==> src/common/lvg_defs.vh <==
`ifndef LVG_DEFS_VH
`define LVG_DEFS_VH
// register addresses
`define LVG_ADDR_PIN_TWO   6'h23
`define LVG_ADDR_PIN_THREE 6'h24
`define LVG_ADDR_W         6
`define LVG_DATA_W         24
// field positions
`define LVG_DIR_BIT        0
`define LVG_DIN_BIT        1
`define LVG_DOUT_BIT       2
`define LVG_HYS_BIT        3
`define LVG_DBNC_LO        4
`define LVG_INT_LO         6
`define LVG_KEEP_BIT       8
`define LVG_OD_BIT         9
`define LVG_DRIVE_BIT      10
`define LVG_PULLON_BIT     11
`define LVG_PULLKIND_LO    12
`define LVG_SLEW_LO        14
// writable mask and reset value of a control register
`define LVG_WR_MASK        24'h00fffd
`define LVG_RESET_VAL      24'h003808
// debounce times and cycle counts at 40 MHz
`define LVG_CLK_HZ         40000000
`define LVG_DBNC1_MS       10
`define LVG_DBNC2_MS       20
`define LVG_DBNC3_MS       30
`define LVG_DBNC1_CYC      ((`LVG_DBNC1_MS * `LVG_CLK_HZ) / 1000)
`define LVG_DBNC2_CYC      ((`LVG_DBNC2_MS * `LVG_CLK_HZ) / 1000)
`define LVG_DBNC3_CYC      ((`LVG_DBNC3_MS * `LVG_CLK_HZ) / 1000)
// interrupt modes
`define LVG_INT_NONE       2'h0
`define LVG_INT_FALL       2'h1
`define LVG_INT_RISE       2'h2
`define LVG_INT_BOTH       2'h3
`endif

==> src/hdl/lvg_pin.v <==
`timescale 1ns/1ps
`include "lvg_defs.vh"
module lvg_pin #(
   parameter CNT_W  = 21,
   parameter DB1_CYC = `LVG_DBNC1_CYC,
   parameter DB2_CYC = `LVG_DBNC2_CYC,
   parameter DB3_CYC = `LVG_DBNC3_CYC
) (
   // clock and reset
   input  wire        clk_sys,
   input  wire        rst,
   // pad input, already synchronised
   input  wire        pad_sync,
   // configuration
   input  wire [1:0]  glitch_filter_time,
   input  wire [1:0]  int_mode,
   // results
   output reg         level,
   output reg         edge_event
);
   reg  [CNT_W-1:0] count;
   reg  [CNT_W-1:0] limit;
   wire             hit_rise;
   wire             hit_fall;
   wire             accept;

   always @* begin
      case (glitch_filter_time)
         2'h1:    limit = DB1_CYC[CNT_W-1:0];
         2'h2:    limit = DB2_CYC[CNT_W-1:0];
         2'h3:    limit = DB3_CYC[CNT_W-1:0];
         default: limit = {CNT_W{1'b0}};
      endcase
   end

   // stable before accept
   assign accept   = (pad_sync != level) && ((glitch_filter_time == 2'h0) || (count >= limit - 1'b1));
   assign hit_rise = accept && pad_sync;
   assign hit_fall = accept && !pad_sync;

   always @(posedge clk_sys or posedge rst) begin
      if (rst) begin
         count      <= {CNT_W{1'b0}};
         level      <= 1'b0;
         edge_event <= 1'b0;
      end else begin
         // debounce counting
         if (pad_sync == level || accept)
            count <= {CNT_W{1'b0}};
         else
            count <= count + 1'b1;
         if (accept)
            level <= pad_sync;
         // edge select
         edge_event <= (hit_rise && int_mode[1]) || (hit_fall && int_mode[0]);
      end
   end
endmodule

==> src/hdl/lvg_top.v <==
`timescale 1ns/1ps
`include "lvg_defs.vh"
// What this block does
// Bit 0 selects pin direction, 0 input and 1 output, resetting to 0.
// Bit 1 reads back the sensed pin level.
// As an output the pin is driven to the level held in bit 2, which resets to 0.
// Bits 5-4 pick no debounce, 10 ms, 20 ms or 30 ms, resetting to none.
// Bits 7-6 pick no interrupt, falling, rising or both edges.
// Bit 3 selects the hysteresis receiver, resetting to 1.
// Bit 8 turns the pad keeper on, resetting to off.
// Bit 9 makes the output open drain, driving only low.
// Bit 10 selects 8 mA drive instead of 4 mA, resetting to 0.
// Bit 11 connects the pull resistor, resetting to 1.
// Bits 13-12 choose 10K/100K down or up, resetting to 100K up.
// Bits 15-14 choose the slew rate, resetting to slow.
// A second pin has an identical control register.
// Bits 23-16 read zero and ignore writes; the register reset restores defaults.
// With debounce on, level and edges change only after the pin is stable that long.
module lvg_top #(
   parameter CNT_W   = 21,
   parameter DB1_CYC = `LVG_DBNC1_CYC,
   parameter DB2_CYC = `LVG_DBNC2_CYC,
   parameter DB3_CYC = `LVG_DBNC3_CYC
) (
   // clock and reset
   input  wire                     clk_sys,
   input  wire                     rst,
   // register port
   input  wire [`LVG_ADDR_W-1:0]   reg_addr,
   input  wire                     reg_wr,
   input  wire [`LVG_DATA_W-1:0]   reg_wdata,
   output reg  [`LVG_DATA_W-1:0]   reg_rdata,
   // pins, index 0 is pin two, index 1 is pin three
   input  wire [1:0]               pad_in,
   output wire [1:0]               pad_out,
   output wire [1:0]               pad_oe,
   // pad settings
   output wire [1:0]               schmitt_select,
   output wire [1:0]               keeper_on,
   output wire [1:0]               drain_only_select,
   output wire [1:0]               drive_strength_select,
   output wire [1:0]               pull_resistor_on,
   output wire [3:0]               pull_kind_select,
   output wire [3:0]               edge_rate_select,
   // edge events towards the interrupt status logic
   output wire [1:0]               pin_edge
);
   // control storage, index 0 is pin two
   reg  [`LVG_DATA_W-1:0] ctrl [0:1];
   // pad synchroniser stages
   reg  [1:0]             sync1;
   reg  [1:0]             sync2;
   // filtered levels and address decode
   wire [1:0]             level;
   wire [1:0]             sel;
   // coded fields handed to the pin filters
   wire [1:0]             dbnc_two;
   wire [1:0]             dbnc_three;
   wire [1:0]             irq_two;
   wire [1:0]             irq_three;
   integer                i;

   // two-bit field at a given low bit, shared by every coded field of both pins
   function [1:0] field2;
      input [`LVG_DATA_W-1:0] word;
      input integer           lo;
      begin
         field2 = word[lo +: 2];
      end
   endfunction

   // a pin drives while it is an output, except for the high level in open drain
   function drive_on;
      input [`LVG_DATA_W-1:0] word;
      begin
         drive_on = word[`LVG_DIR_BIT] & (~word[`LVG_OD_BIT] | ~word[`LVG_DOUT_BIT]);
      end
   endfunction

   // read view: stored fields with the sensed level placed in the status bit
   function [`LVG_DATA_W-1:0] read_word;
      input [`LVG_DATA_W-1:0] word;
      input                   lvl;
      begin
         read_word = (word & `LVG_WR_MASK) | ({{(`LVG_DATA_W-1){1'b0}}, lvl} << `LVG_DIN_BIT);
      end
   endfunction

   assign sel[0] = (reg_addr == `LVG_ADDR_PIN_TWO);
   assign sel[1] = (reg_addr == `LVG_ADDR_PIN_THREE);

   // pad input synchroniser, first stage feeds only the second
   always @(posedge clk_sys or posedge rst) begin
      if (rst) begin
         sync1 <= 2'h0;
         sync2 <= 2'h0;
      end else begin
         sync1 <= pad_in;
         sync2 <= sync1;
      end
   end

   always @(posedge clk_sys or posedge rst) begin
      if (rst) begin
         // R14 register reset defaults
         ctrl[0] <= `LVG_RESET_VAL;
         ctrl[1] <= `LVG_RESET_VAL;
      end else begin
         for (i = 0; i < 2; i = i + 1) begin
            // masked writes
            if (reg_wr && sel[i])
               ctrl[i] <= reg_wdata & `LVG_WR_MASK;
         end
      end
   end

   // sensed level readback
   always @(posedge clk_sys or posedge rst) begin
      if (rst)
         reg_rdata <= {`LVG_DATA_W{1'b0}};
      else if (sel[0])
         reg_rdata <= read_word(ctrl[0], level[0]);
      else if (sel[1])
         reg_rdata <= read_word(ctrl[1], level[1]);
      else
         reg_rdata <= {`LVG_DATA_W{1'b0}};
   end

   // debounce and interrupt codes of each pin
   assign dbnc_two   = field2(ctrl[0], `LVG_DBNC_LO);
   assign dbnc_three = field2(ctrl[1], `LVG_DBNC_LO);
   assign irq_two    = field2(ctrl[0], `LVG_INT_LO);
   assign irq_three  = field2(ctrl[1], `LVG_INT_LO);

   // pin two filter
   // the sensed level resets low, so a high pin gives one accepted rise after reset;
   // with the interrupt field at its reset code that rise raises no event
   lvg_pin #(
      .CNT_W   (CNT_W),
      .DB1_CYC (DB1_CYC),
      .DB2_CYC (DB2_CYC),
      .DB3_CYC (DB3_CYC)
   ) u_pin_two (
      // clock and reset
      .clk_sys            (clk_sys),
      .rst                (rst),
      // synchronised pad
      .pad_sync           (sync2[0]),
      // configuration
      .glitch_filter_time (dbnc_two),
      .int_mode           (irq_two),
      // results
      .level              (level[0]),
      .edge_event         (pin_edge[0])
   );

   // pin three filter
   lvg_pin #(
      .CNT_W   (CNT_W),
      .DB1_CYC (DB1_CYC),
      .DB2_CYC (DB2_CYC),
      .DB3_CYC (DB3_CYC)
   ) u_pin_three (
      // clock and reset
      .clk_sys            (clk_sys),
      .rst                (rst),
      // synchronised pad
      .pad_sync           (sync2[1]),
      // configuration
      .glitch_filter_time (dbnc_three),
      .int_mode           (irq_three),
      // results
      .level              (level[1]),
      .edge_event         (pin_edge[1])
   );

   // output level
   assign pad_out[0] = ctrl[0][`LVG_DOUT_BIT];
   assign pad_out[1] = ctrl[1][`LVG_DOUT_BIT];

   // direction and open drain
   assign pad_oe[0] = drive_on(ctrl[0]);
   assign pad_oe[1] = drive_on(ctrl[1]);

   // receiver select
   assign schmitt_select[0] = ctrl[0][`LVG_HYS_BIT];
   assign schmitt_select[1] = ctrl[1][`LVG_HYS_BIT];

   // keeper
   assign keeper_on[0] = ctrl[0][`LVG_KEEP_BIT];
   assign keeper_on[1] = ctrl[1][`LVG_KEEP_BIT];

   // open drain flag to the pad
   assign drain_only_select[0] = ctrl[0][`LVG_OD_BIT];
   assign drain_only_select[1] = ctrl[1][`LVG_OD_BIT];

   // drive strength
   assign drive_strength_select[0] = ctrl[0][`LVG_DRIVE_BIT];
   assign drive_strength_select[1] = ctrl[1][`LVG_DRIVE_BIT];

   // pull enable
   assign pull_resistor_on[0] = ctrl[0][`LVG_PULLON_BIT];
   assign pull_resistor_on[1] = ctrl[1][`LVG_PULLON_BIT];

   // pull kind
   assign pull_kind_select[1:0] = field2(ctrl[0], `LVG_PULLKIND_LO);
   assign pull_kind_select[3:2] = field2(ctrl[1], `LVG_PULLKIND_LO);

   // slew rate
   assign edge_rate_select[1:0] = field2(ctrl[0], `LVG_SLEW_LO);
   assign edge_rate_select[3:2] = field2(ctrl[1], `LVG_SLEW_LO);
endmodule

==> config.mk <==
export PLATFORM = sky130hd
export DESIGN_NAME = lvg_top
export DESIGN_NICKNAME = d
export VERILOG_FILES = /design/src/hdl/lvg_pin.v /design/src/hdl/lvg_top.v
export VERILOG_INCLUDE_DIRS = /design/src /design/src/common
export SDC_FILE = /design/constraint.sdc
export NUM_CORES = 1
export LEC_CHECK = 0
export BUFFER_PORTS_ARGS = -buffer_cell sky130_fd_sc_hd__buf_2
export CAP_MARGIN = 10
export CORE_MARGIN = 2
export CORE_UTILIZATION = 35
export DETAILED_ROUTE_END_ITERATION = 12
export PLACE_DENSITY_LB_ADDON = 0.1
export SLEW_MARGIN = 20
export SYNTH_ARGS = -nofsm -noshare
export SYNTH_HDL_FRONTEND = slang
export SYNTH_SLANG_ARGS = --single-unit
==> constraint.sdc <==
create_clock -name clk_sys -period 3.1 [get_ports clk_sys]
set_input_delay 0.775 -clock clk_sys [delete_from_list [all_inputs] [get_ports clk_sys]]
set_output_delay 0.775 -clock clk_sys [all_outputs]
set_load 0.03 [all_outputs]
-- Word-level counts from Yosys, hierarchy flattened
Cells that the tools add are included.
- flip-flop bits (word level): 104
- bits in latches: 0
- memory bits (writable): 0
- bits in read-only memories: 0
- input bits: 35
- output and inout bits: 48
- logic and storage cells: 67
- memories: 0
- $add $sub $neg: 4
- multipliers: 0
- divide/modulo/power cells: 0
- order comparisons: 2
- eq/ne operators: 12
- shift operators: 0
- mux-type cells: 6
- bitwise operators: 10
- reductions and logical operators: 22
- operators with widths (kind ; number):
    $pmux 21 s3 ; 2
    $add 21x1->21 const B ; 2
    $ge 21x21->1 ; 2
    $mux 21 ; 2
    $sub 21x1->21 const B ; 2
    $or 16x2->16 ; 2
    $mux 24 ; 1
    $mux 16 ; 1
    $eq 6x6->1 const B ; 2
    $logic_and 1x1->1 ; 12
    $eq 2x2->1 const B ; 4
    $logic_or 1x1->1 ; 6
    $eq 2x1->1 const B ; 2
    $logic_not 2->1 ; 2
    $not 1->1 ; 4
    $and 1x1->1 ; 2
    $eq 1x1->1 ; 2
    $logic_not 1->1 ; 2
    $ne 1x1->1 ; 2
    $or 1x1->1 ; 2

-- Longest topological paths before layout
Gate-level depths: netlist (run 1).
- depth in word-level cells: 9
- mapped depth: 11
- gate-level depth less buffers: 10

-- Cells and area by module
Synthesis (run 1) repeated with hierarchy kept, for this count alone.
- cells, all modules: 465
- area, all modules: 5526.6 um^2
- by module, submodules not included (module ; instances ; cells each ; area an instance (um^2) ; sequential area each (um^2)):
    lvg_pin ; 2 ; 162 ; 1701.6 ; 575.6
    lvg_top ; 1 ; 141 ; 2123.3 ; 1261.2

-- Worst setup path before layout (run 1)
OpenSTA, ideal clock, no wires.
- kind: reg2reg
- start point: register ctrl[28] in the netlist's numbering
- end point: register u_pin_two.level
- setup time: 125 ps
- data arrival time: 2300 ps
- required time: 2975 ps
- setup slack: 675 ps
- stages on the path, launching flop included: 9
- buffers on the path: 0
- clock period less this slack: 2425 ps
- cell sequence: dfrtp_1 > inv_1 > ha_1 > ha_1 > nand3_1 > a21boi_0 > a311o_1 > a221oi_2 > mux2_2
- cells in the longest elaborated chain, start to end: 6
- elaborated cells between the ends (all ways): 9
- those cells by class: 1 x add/sub; 1 x order compare; 3 x eq/ne; 1 x mux; 3 x reduce/logical
- RTL lines (what ; line ; source):
    from (decl) ; lvg_top.v:49 ; reg [`LVG_DATA_W-1:0] ctrl [0:1];
    from (signal, indexed assignment) ; lvg_top.v:112 ; ctrl[i] <= reg_wdata & `LVG_WR_MASK;
    $eq 2x2->1 or $eq 2x1->1 (tied branches) ; lvg_pin.v:28 ; case (glitch_filter_time)
    $pmux 21 s3 ; lvg_pin.v:28 ;
    $sub 21x1->21 ; lvg_pin.v:37 ; assign accept = (pad_sync != level) && ((glitch_filter_time == 2'h0) || (count >= limit - 1'b1));
    $ge 21x21->1 ; lvg_pin.v:37 ;
    $logic_or 1x1->1 (*) ; lvg_pin.v:37 ;
    $logic_and 1x1->1 (*) ; lvg_pin.v:37 ;
    to (signal assigned) ; lvg_pin.v:53 ; level <= pad_sync;
    to (decl) ; lvg_pin.v:18 ; output reg level,
Mark *: on every way between the ends. The rest lies on a longest branch, timed or not.
A chain may end at the register's enable or synchronous reset.

-- Final worst setup path (run 1)
- start point: register ctrl[29] in the netlist's numbering
- end point: register u_pin_two.level
Same word-level chain as after synthesis.

==> run summary, run 1 <==
run status = complete, no violations
GRT Overall Usage = 14.3%
fin nets = 558
Mapped Area = 4980 sq um
Die ar. = 15200 sq um
Buf/Inv on CP = 2
crit path capture type = register
crit-path leading delay family = compound AO/OA/AOI/OAI gates
Post-CTS Setup Inserts = 0
DRC = 0
Vias/cell = 4.74
Worst Skew = 0.00944 ns
via count = 3167
Final Setup Violations = 0
worst r2r dst = u_pin_two.level
top-area cell type share of the netlist area = 44.2%
layout cells sized above 1 = 28.3%
GRT overflow = 0
DR pass1 iterations = 4
maxcap violations = 0
CP cell instances = inv_1 > ha_1 > ha_1 > nand3_1 > a21boi_0 > a311o_1 > a221oi_2 > buf_4 > mux2_2
internal power = 0.00209 W
CP startpoint kind = register
Worst Setup SP = ctrl[29]
syn avg cell area = 11.6 sq um
Post-synth top flop = dfrtp_1
Synth Area in XOR/XNOR = 7.03%
CTS clk-pin slew, worst paths = 0.07 ns
Max VDD drop = 0.332 mV
Critical Path End = u_pin_two.level
PortBufs = 65
Worst-Margin Slew = 0.595 ns
Reg2Reg Depth = 9
FF-to-FF Start = ctrl[29]
Placer Congestion = 0.760
kind of critical path = reg2reg
Final Critical Period = 2.60 ns
Synth area leaders = dfrtp_1, ha_1, xor2_1, mux2_2, buf_4
Post-synth top cells = dfrtp_1, nor2_1, ha_1, buf_4, xor2_1
Horiz. Die Dim = 123 microns
H-tree depth = 3
vias in the first global route = 3300
global-route wire length before repair = 16.8 mm
number of buffers created by CTS = 9
Arr. time, crit path = 2.84 ns
area share of and/or/nand/nor cells after synthesis = 13.2%
Area Growth Syn to Fin = 13.5%
CTS tree = built
Finished Cell Area = 5660 sq um
biggest area consumer among synthesized cells = dfrtp_1
placed cell area = 5380 sq um
Setup TNS = 0 ns
Final period util = 84.0%
CTS root buf = clkbuf_16
pin count of the biggest net entering global routing = 97
post_cts resized = 0
hpwl dp = 7.01 mm
Routed Antenna Nets = 0
combinational share of power = 17.0%
count leader, synth = dfrtp_1
Final Routed Wirelength = 10.1 mm
min-delay worst type = reg2reg
clock share of power = 35.7%
max-slew violation count = 0
PD cells = 526 nW/um^2
sequential share of the synthesized area = 48.4%
Psw = 0.000883 W
hold_sp = sync1[0]
Worst EP required = 3.34 ns
Post-synth EDFFs = 0
RSZ-0062 raised after global routing = false
Lkg Pwr = 2.91 nW
effective utilization at floorplan = 35.9%
Ys Warns = 0
FF/Latch Area = 2410 sq um
Multi-input gate area = 2290 sq um
largest family of logic cells by synthesized area = simple AND/OR/NAND/NOR gates
Core Footprint = 13900 sq um
First DRT Iteration DRCs = 123
initial antenna violation count = 0
compound-cell area share of the yosys netlist = 7.15%
cell count after synthesis = 430
flop2flop setup slack = 0.50 ns
achievable frequency = 0.384 GHz
Rows = 43
Worst slew margin = 60.2%
CP max stage delay = 0.42 ns
mux contribution to synthesized area = 7.98%
asr flop ratio synth = 100%
io pins = 83
Sink Count = 96
final-report hold violation count = 0
CTS max path bufs = 2
unique cell type count in the Yosys netlist = 43
die height = 123 microns
clk_lat worst skew = 0.35 ns
sequential share of power = 47.4%
Post-Synth Adder-Cell Area = 10.0%
CP most frequent cell = ha_1
critical path's slowest cell = dfrtp_1
Avg WL per Cell = 15.1 microns
Hold Buf Count CTS = 0
Critical Path Fanout Max = 5
#FFs+latches synth = 96
Fillers = 1338
switching share of power = 29.7%
WP depth = 9
Antenna diodes = 0
## kinds of logic after synthesis
| group | Yosys count |
|---|---|
| AO/OA/AOI/OAI | 46 |
| buffers and inverters | 48 |
| flip-flops | 96 |
| other | 1 |
| AND/OR/NAND/NOR | 127 |
| XOR/XNOR | 40 |
| multiplexers | 32 |
| adder cells (fa/ha/maj) | 40 |
## layer usage
layer	GRT usage, %	share of wire (%)
met5	0	0
met2	22.1	47
met4	5.33	1.7
met1	19.1	47
met3	4.06	3.6
## layout by cell type, fill, tap and decap left out, types with 2 or more instances in the layout
cell type   count
dfrtp_1        88
buf_2          65
nor2_1         49
ha_1           40
xor2_1         29
nand3_1        24
mux2_2         22
a22o_1         16
nand2_1        14
xnor2_1        11
and3_1         10
mux2_4         10
clkbuf_16       9
buf_4           9
a21oi_1         8
conb_1          8
dfstp_2         8
inv_1           7
a21o_1          7
nand4_1         6
and4_1          6
a21boi_0        3
nand3b_1        3
o21ai_0         3
a211o_1         3
nor2b_1         3
and2_1          2
clkinvlp_4      2
inv_8           2
## worst min-delay path by stage
stage	endpoint	slack [ns]	depth (start not counted)
after floorplan	sync2[0]	0.33	0
after global placement	sync2[1]	0.33	0
final	sync2[0]	0.35	0
after global routing	sync2[0]	0.36	0
after detailed placement	sync2[0]	0.34	0
after CTS	sync2[0]	0.36	0
## metrics by stage
step           std cells  total power [W]  utilization (%)  setup WS, ns  hold WS (ns)
5_1_grt              668          0.00314             40.8         0.339         0.361
2_1_floorplan        437          0.00183                -         0.675         0.331
4_1_cts              668          0.00303             40.8         0.449         0.355
3_5_place_dp         652          0.00195             38.7         0.465         0.338
3_3_place_gp         652          0.00194             38.7         0.508         0.334
6_report             668          0.00297             40.8         0.496         0.348
## flip-flops by register name, summed over array words and instances, names as in the netlist, 2 cells and up
signal and flops:
u_pin_two.count 21, drain_only_select 2, reg_rdata 16, u_pin_three.count 21, drive_strength_select 2, pad_out 2
schmitt_select 2, edge_rate_select 4, sync2 2, pull_kind_select 4, pull_resistor_on 2, ctrl 10
keeper_on 2, sync1 2
## power by group through the flow
stage | Clock [W] | Combinational, W | Sequential (W)
global placement | 0 | 0.000509 | 0.00143
CTS | 0.00111 | 0.000517 | 0.00141
floorplan | 0 | 0.000407 | 0.00142
detailed placement | 0 | 0.000516 | 0.00143
global route | 0.00116 | 0.000561 | 0.00142
finish | 0.00106 | 0.000505 | 0.00141
## final cells by class
type / count / share of cell area [%]
Timing Repair Buffer: 75 / 7.30
Clock inverter: 6 / 0.929
Inverter: 8 / 0.597
Multi-Input combinational cell: 293 / 40.5
Tap cell: 180 / 3.98
Sequential cell: 96 / 42.6
Clock buffer: 10 / 4.05
No activity file was read; power rests on OpenSTA's default activity.
==> run 2: changes to the inputs <==
==> constraint.sdc (replaced) <==
create_clock -name clk_sys -period 2.28 [get_ports clk_sys]
set_input_delay 0.57 -clock clk_sys [delete_from_list [all_inputs] [get_ports clk_sys]]
set_output_delay 0.57 -clock clk_sys [all_outputs]
set_load 0.03 [all_outputs]
==> run 2 against run 1 <==
Compared with the run above: maximum frequency up 6.7%; cell area is 15% higher; largest power group unchanged; highest routed layer is now met5; first-iteration DRC count is 8.9% lower; hold slack worse by 0.15 ns; utilization grew 6.3 points; clock power rose by 34%; final cell count grew 5.1%; register-to-register slack worse by 0.66 ns; sequential cell count unchanged; power rose by 48%; clock skew fell by 0.0023 ns; the flow now finishes with violations (negative setup slack).
==> run summary, run 2 (synthesized netlist as in run 1, its figures left out) <==
Largest regs = u_pin_three.count (21), u_pin_two.count (21), reg_rdata (16) (unchanged)
H-tree depth = 3 (unchanged)
Rows = 43 (unchanged)
Place WS = -0.263 ns (was 0.465 ns)
Final period util = 107% (was 84.0%)
final-report hold violation count = 0 (unchanged)
via count = 3369 (was 3167)
Placed Instances = 673 (was 652)
clk_lat worst skew = 0.35 ns (about the same)
CP startpoint kind = register (unchanged)
number of buffers created by CTS = 9 (unchanged)
most common cell after layout, fill and taps aside = dfrtp_1 (unchanged)
CTS root buf = clkbuf_16 (unchanged)
hpwl dp = 7.47 mm (was 7.01 mm)
DRC = 0 (unchanged)
Vias/cell = 4.80 (was 4.74)
Arr. time, crit path = 2.67 ns (was 2.84 ns)
Lkg Pwr = 3.09 nW (was 2.91 nW)
PortBufs = 65 (unchanged)
Horiz. Die Dim = 123 microns (unchanged)
CTS clk-pin slew, worst paths = 0.07 ns (about the same)
PD cells = 675 nW/um^2 (was 526 nW/um^2)
run status = finished with violations (was complete, no violations)
global-route wire length before repair = 18.4 mm (was 16.8 mm)
Core Footprint = 13900 sq um (unchanged)
Cell Count, Final, Fillers Out = 702 (was 668)
hold slack = 0.195 ns (was 0.348 ns)
Placer Congestion = 0.766 (was 0.760)
DR pass1 iterations = 4 (unchanged)
Area Growth Syn to Fin = 31.0% (was 13.5%)
Final Setup Violations = 44 (was 0)
most frequent cells in the layout = dfrtp_1, buf_2, buf_4 (was dfrtp_1, buf_2, nor2_1)
Fillers = 1311 (was 1338)
pin count of the biggest net entering global routing = 41 (was 97)
Critical Path Fanout Max = 4 (was 5)
vias in the first global route = 3585 (was 3300)
FF/Latch Area = 2420 sq um (was 2410 sq um)
layout cells sized above 1 = 48.1% (was 28.3%)
Routed Antenna Nets = 0 (unchanged)
RSZ-0062 raised after global routing = true (was false)
Max VDD drop = 0.552 mV (was 0.332 mV)
achievable frequency = 0.410 GHz (was 0.384 GHz)
Sink Count = 96 (unchanged)
Antenna diodes = 0 (unchanged)
effective utilization at floorplan = 35.9% (unchanged)
Final Critical Period = 2.44 ns (was 2.60 ns)
GRT Overall Usage = 15.8% (was 14.3%)
failing checks = negative setup slack
Avg WL per Cell = 16.2 microns (was 15.1 microns)
die height = 123 microns (unchanged)
Final Util = 47.1% (was 40.8%)
crit path capture type = register (unchanged)
min-delay worst type = in2async (was reg2reg)
GRT overflow = 0 (unchanged)
Worst Skew = 0.00719 ns (was 0.00944 ns)
initial antenna violation count = 1 (was 0)
kind of critical path = reg2reg (unchanged)
Worst EP required = 2.51 ns (was 3.34 ns)
max-slew violation count = 0 (unchanged)
Die ar. = 15200 sq um (unchanged)
CTS max path bufs = 2 (unchanged)
io pins = 83 (unchanged)
fin nets = 592 (was 558)
CTS tree = built (unchanged)
Final Routed Wirelength = 11.4 mm (was 10.1 mm)
First DRT Iteration DRCs = 112 (was 123)
maxcap violations = 0 (unchanged)
Setup TNS = -5.17 ns (was 0 ns)
Multi-input gate area = 2800 sq um (was 2290 sq um)
final worst setup slack = -0.161 ns (was 0.496 ns)
==> run 2: cell types whose count changed in the layout (fill, tap and decap cells not counted), sizes merged <==
cell	change
clkbuf	+2
buf	+32
clkinvlp	+1
inv	-2
clkinv	+1
==> run 2: final timing paths <==
| kind | startpoint | to | slack (ns) | cells past startpoint |
|---|---|---|---|---|
| worst max register to register | ctrl[29] | u_pin_two.level | -0.16 | 8 |
| min in group clk_sys | pad_in[0] | sync1[0] | 0.32 | 1 |
| worst min-delay path | rst | ctrl[6] | 0.20 | 2 |
| worst max-delay path | ctrl[29] | u_pin_two.level | -0.16 | 8 |
| worst min register to register | sync1[1] | sync2[1] | 0.35 | 0 |
| max in group asynchronous | rst | schmitt_select[0] | 1.51 | 3 |
==> run 2: cell type report <==
cell class	count	area share [%]
well taps	180	3.45
inverters	8	0.709
repair buffers	109	11.8
flip-flops and latches	96	37.0
multi-input cells	293	42.8
clock inverters	6	0.709
clock buffers	10	3.51
==> run 2: through the flow <==
step / power, W / cell area (sq um)
after detailed placement: 0.00271 / 5590
after global routing: 0.00466 / 6530
after floorplan: 0.00250 / 5040
final: 0.00441 / 6530
after CTS: 0.00436 / 6250
after global placement: 0.00270 / 5590
==> run 2: routing by layer <==
layer / vias up / share of wire, % / global-route usage [%]
met2: 48 / 50 / 25.8
met3: 18 / 3.5 / 4.84
met1: 1660 / 44 / 20.2
li1: 1641 / - / -
met4: 2 / 1.7 / 4.33
met5: - / 0.11 / 0
==> run 2: repair_timing <==
action                                  4_1_cts  5_1_grt
gates cloned                                  1        3
setup buffers                                 9        0
hold buffers                                  0        0
pin swaps                                    35       20
resized for setup                            61       51
endpoints found under the setup margin       45       46
==> run 2: worst max-delay path, cell delays in order (launching register included) <==
cell      delay, ns
dfrtp_2        0.47
ha_4           0.18
ha_1           0.29
a21o_1         0.16
a21o_1         0.17
a211o_1        0.30
a221oi_2       0.21
buf_4          0.20
mux2_2         0.33
==> run 2: power by group <==
part	leakage [nW]	switching [W]	internal, W
Sequential	1.28	0.000111	0.00182
Combinational	1.69	0.000578	0.000478
Clock	0.129	0.000675	0.000746
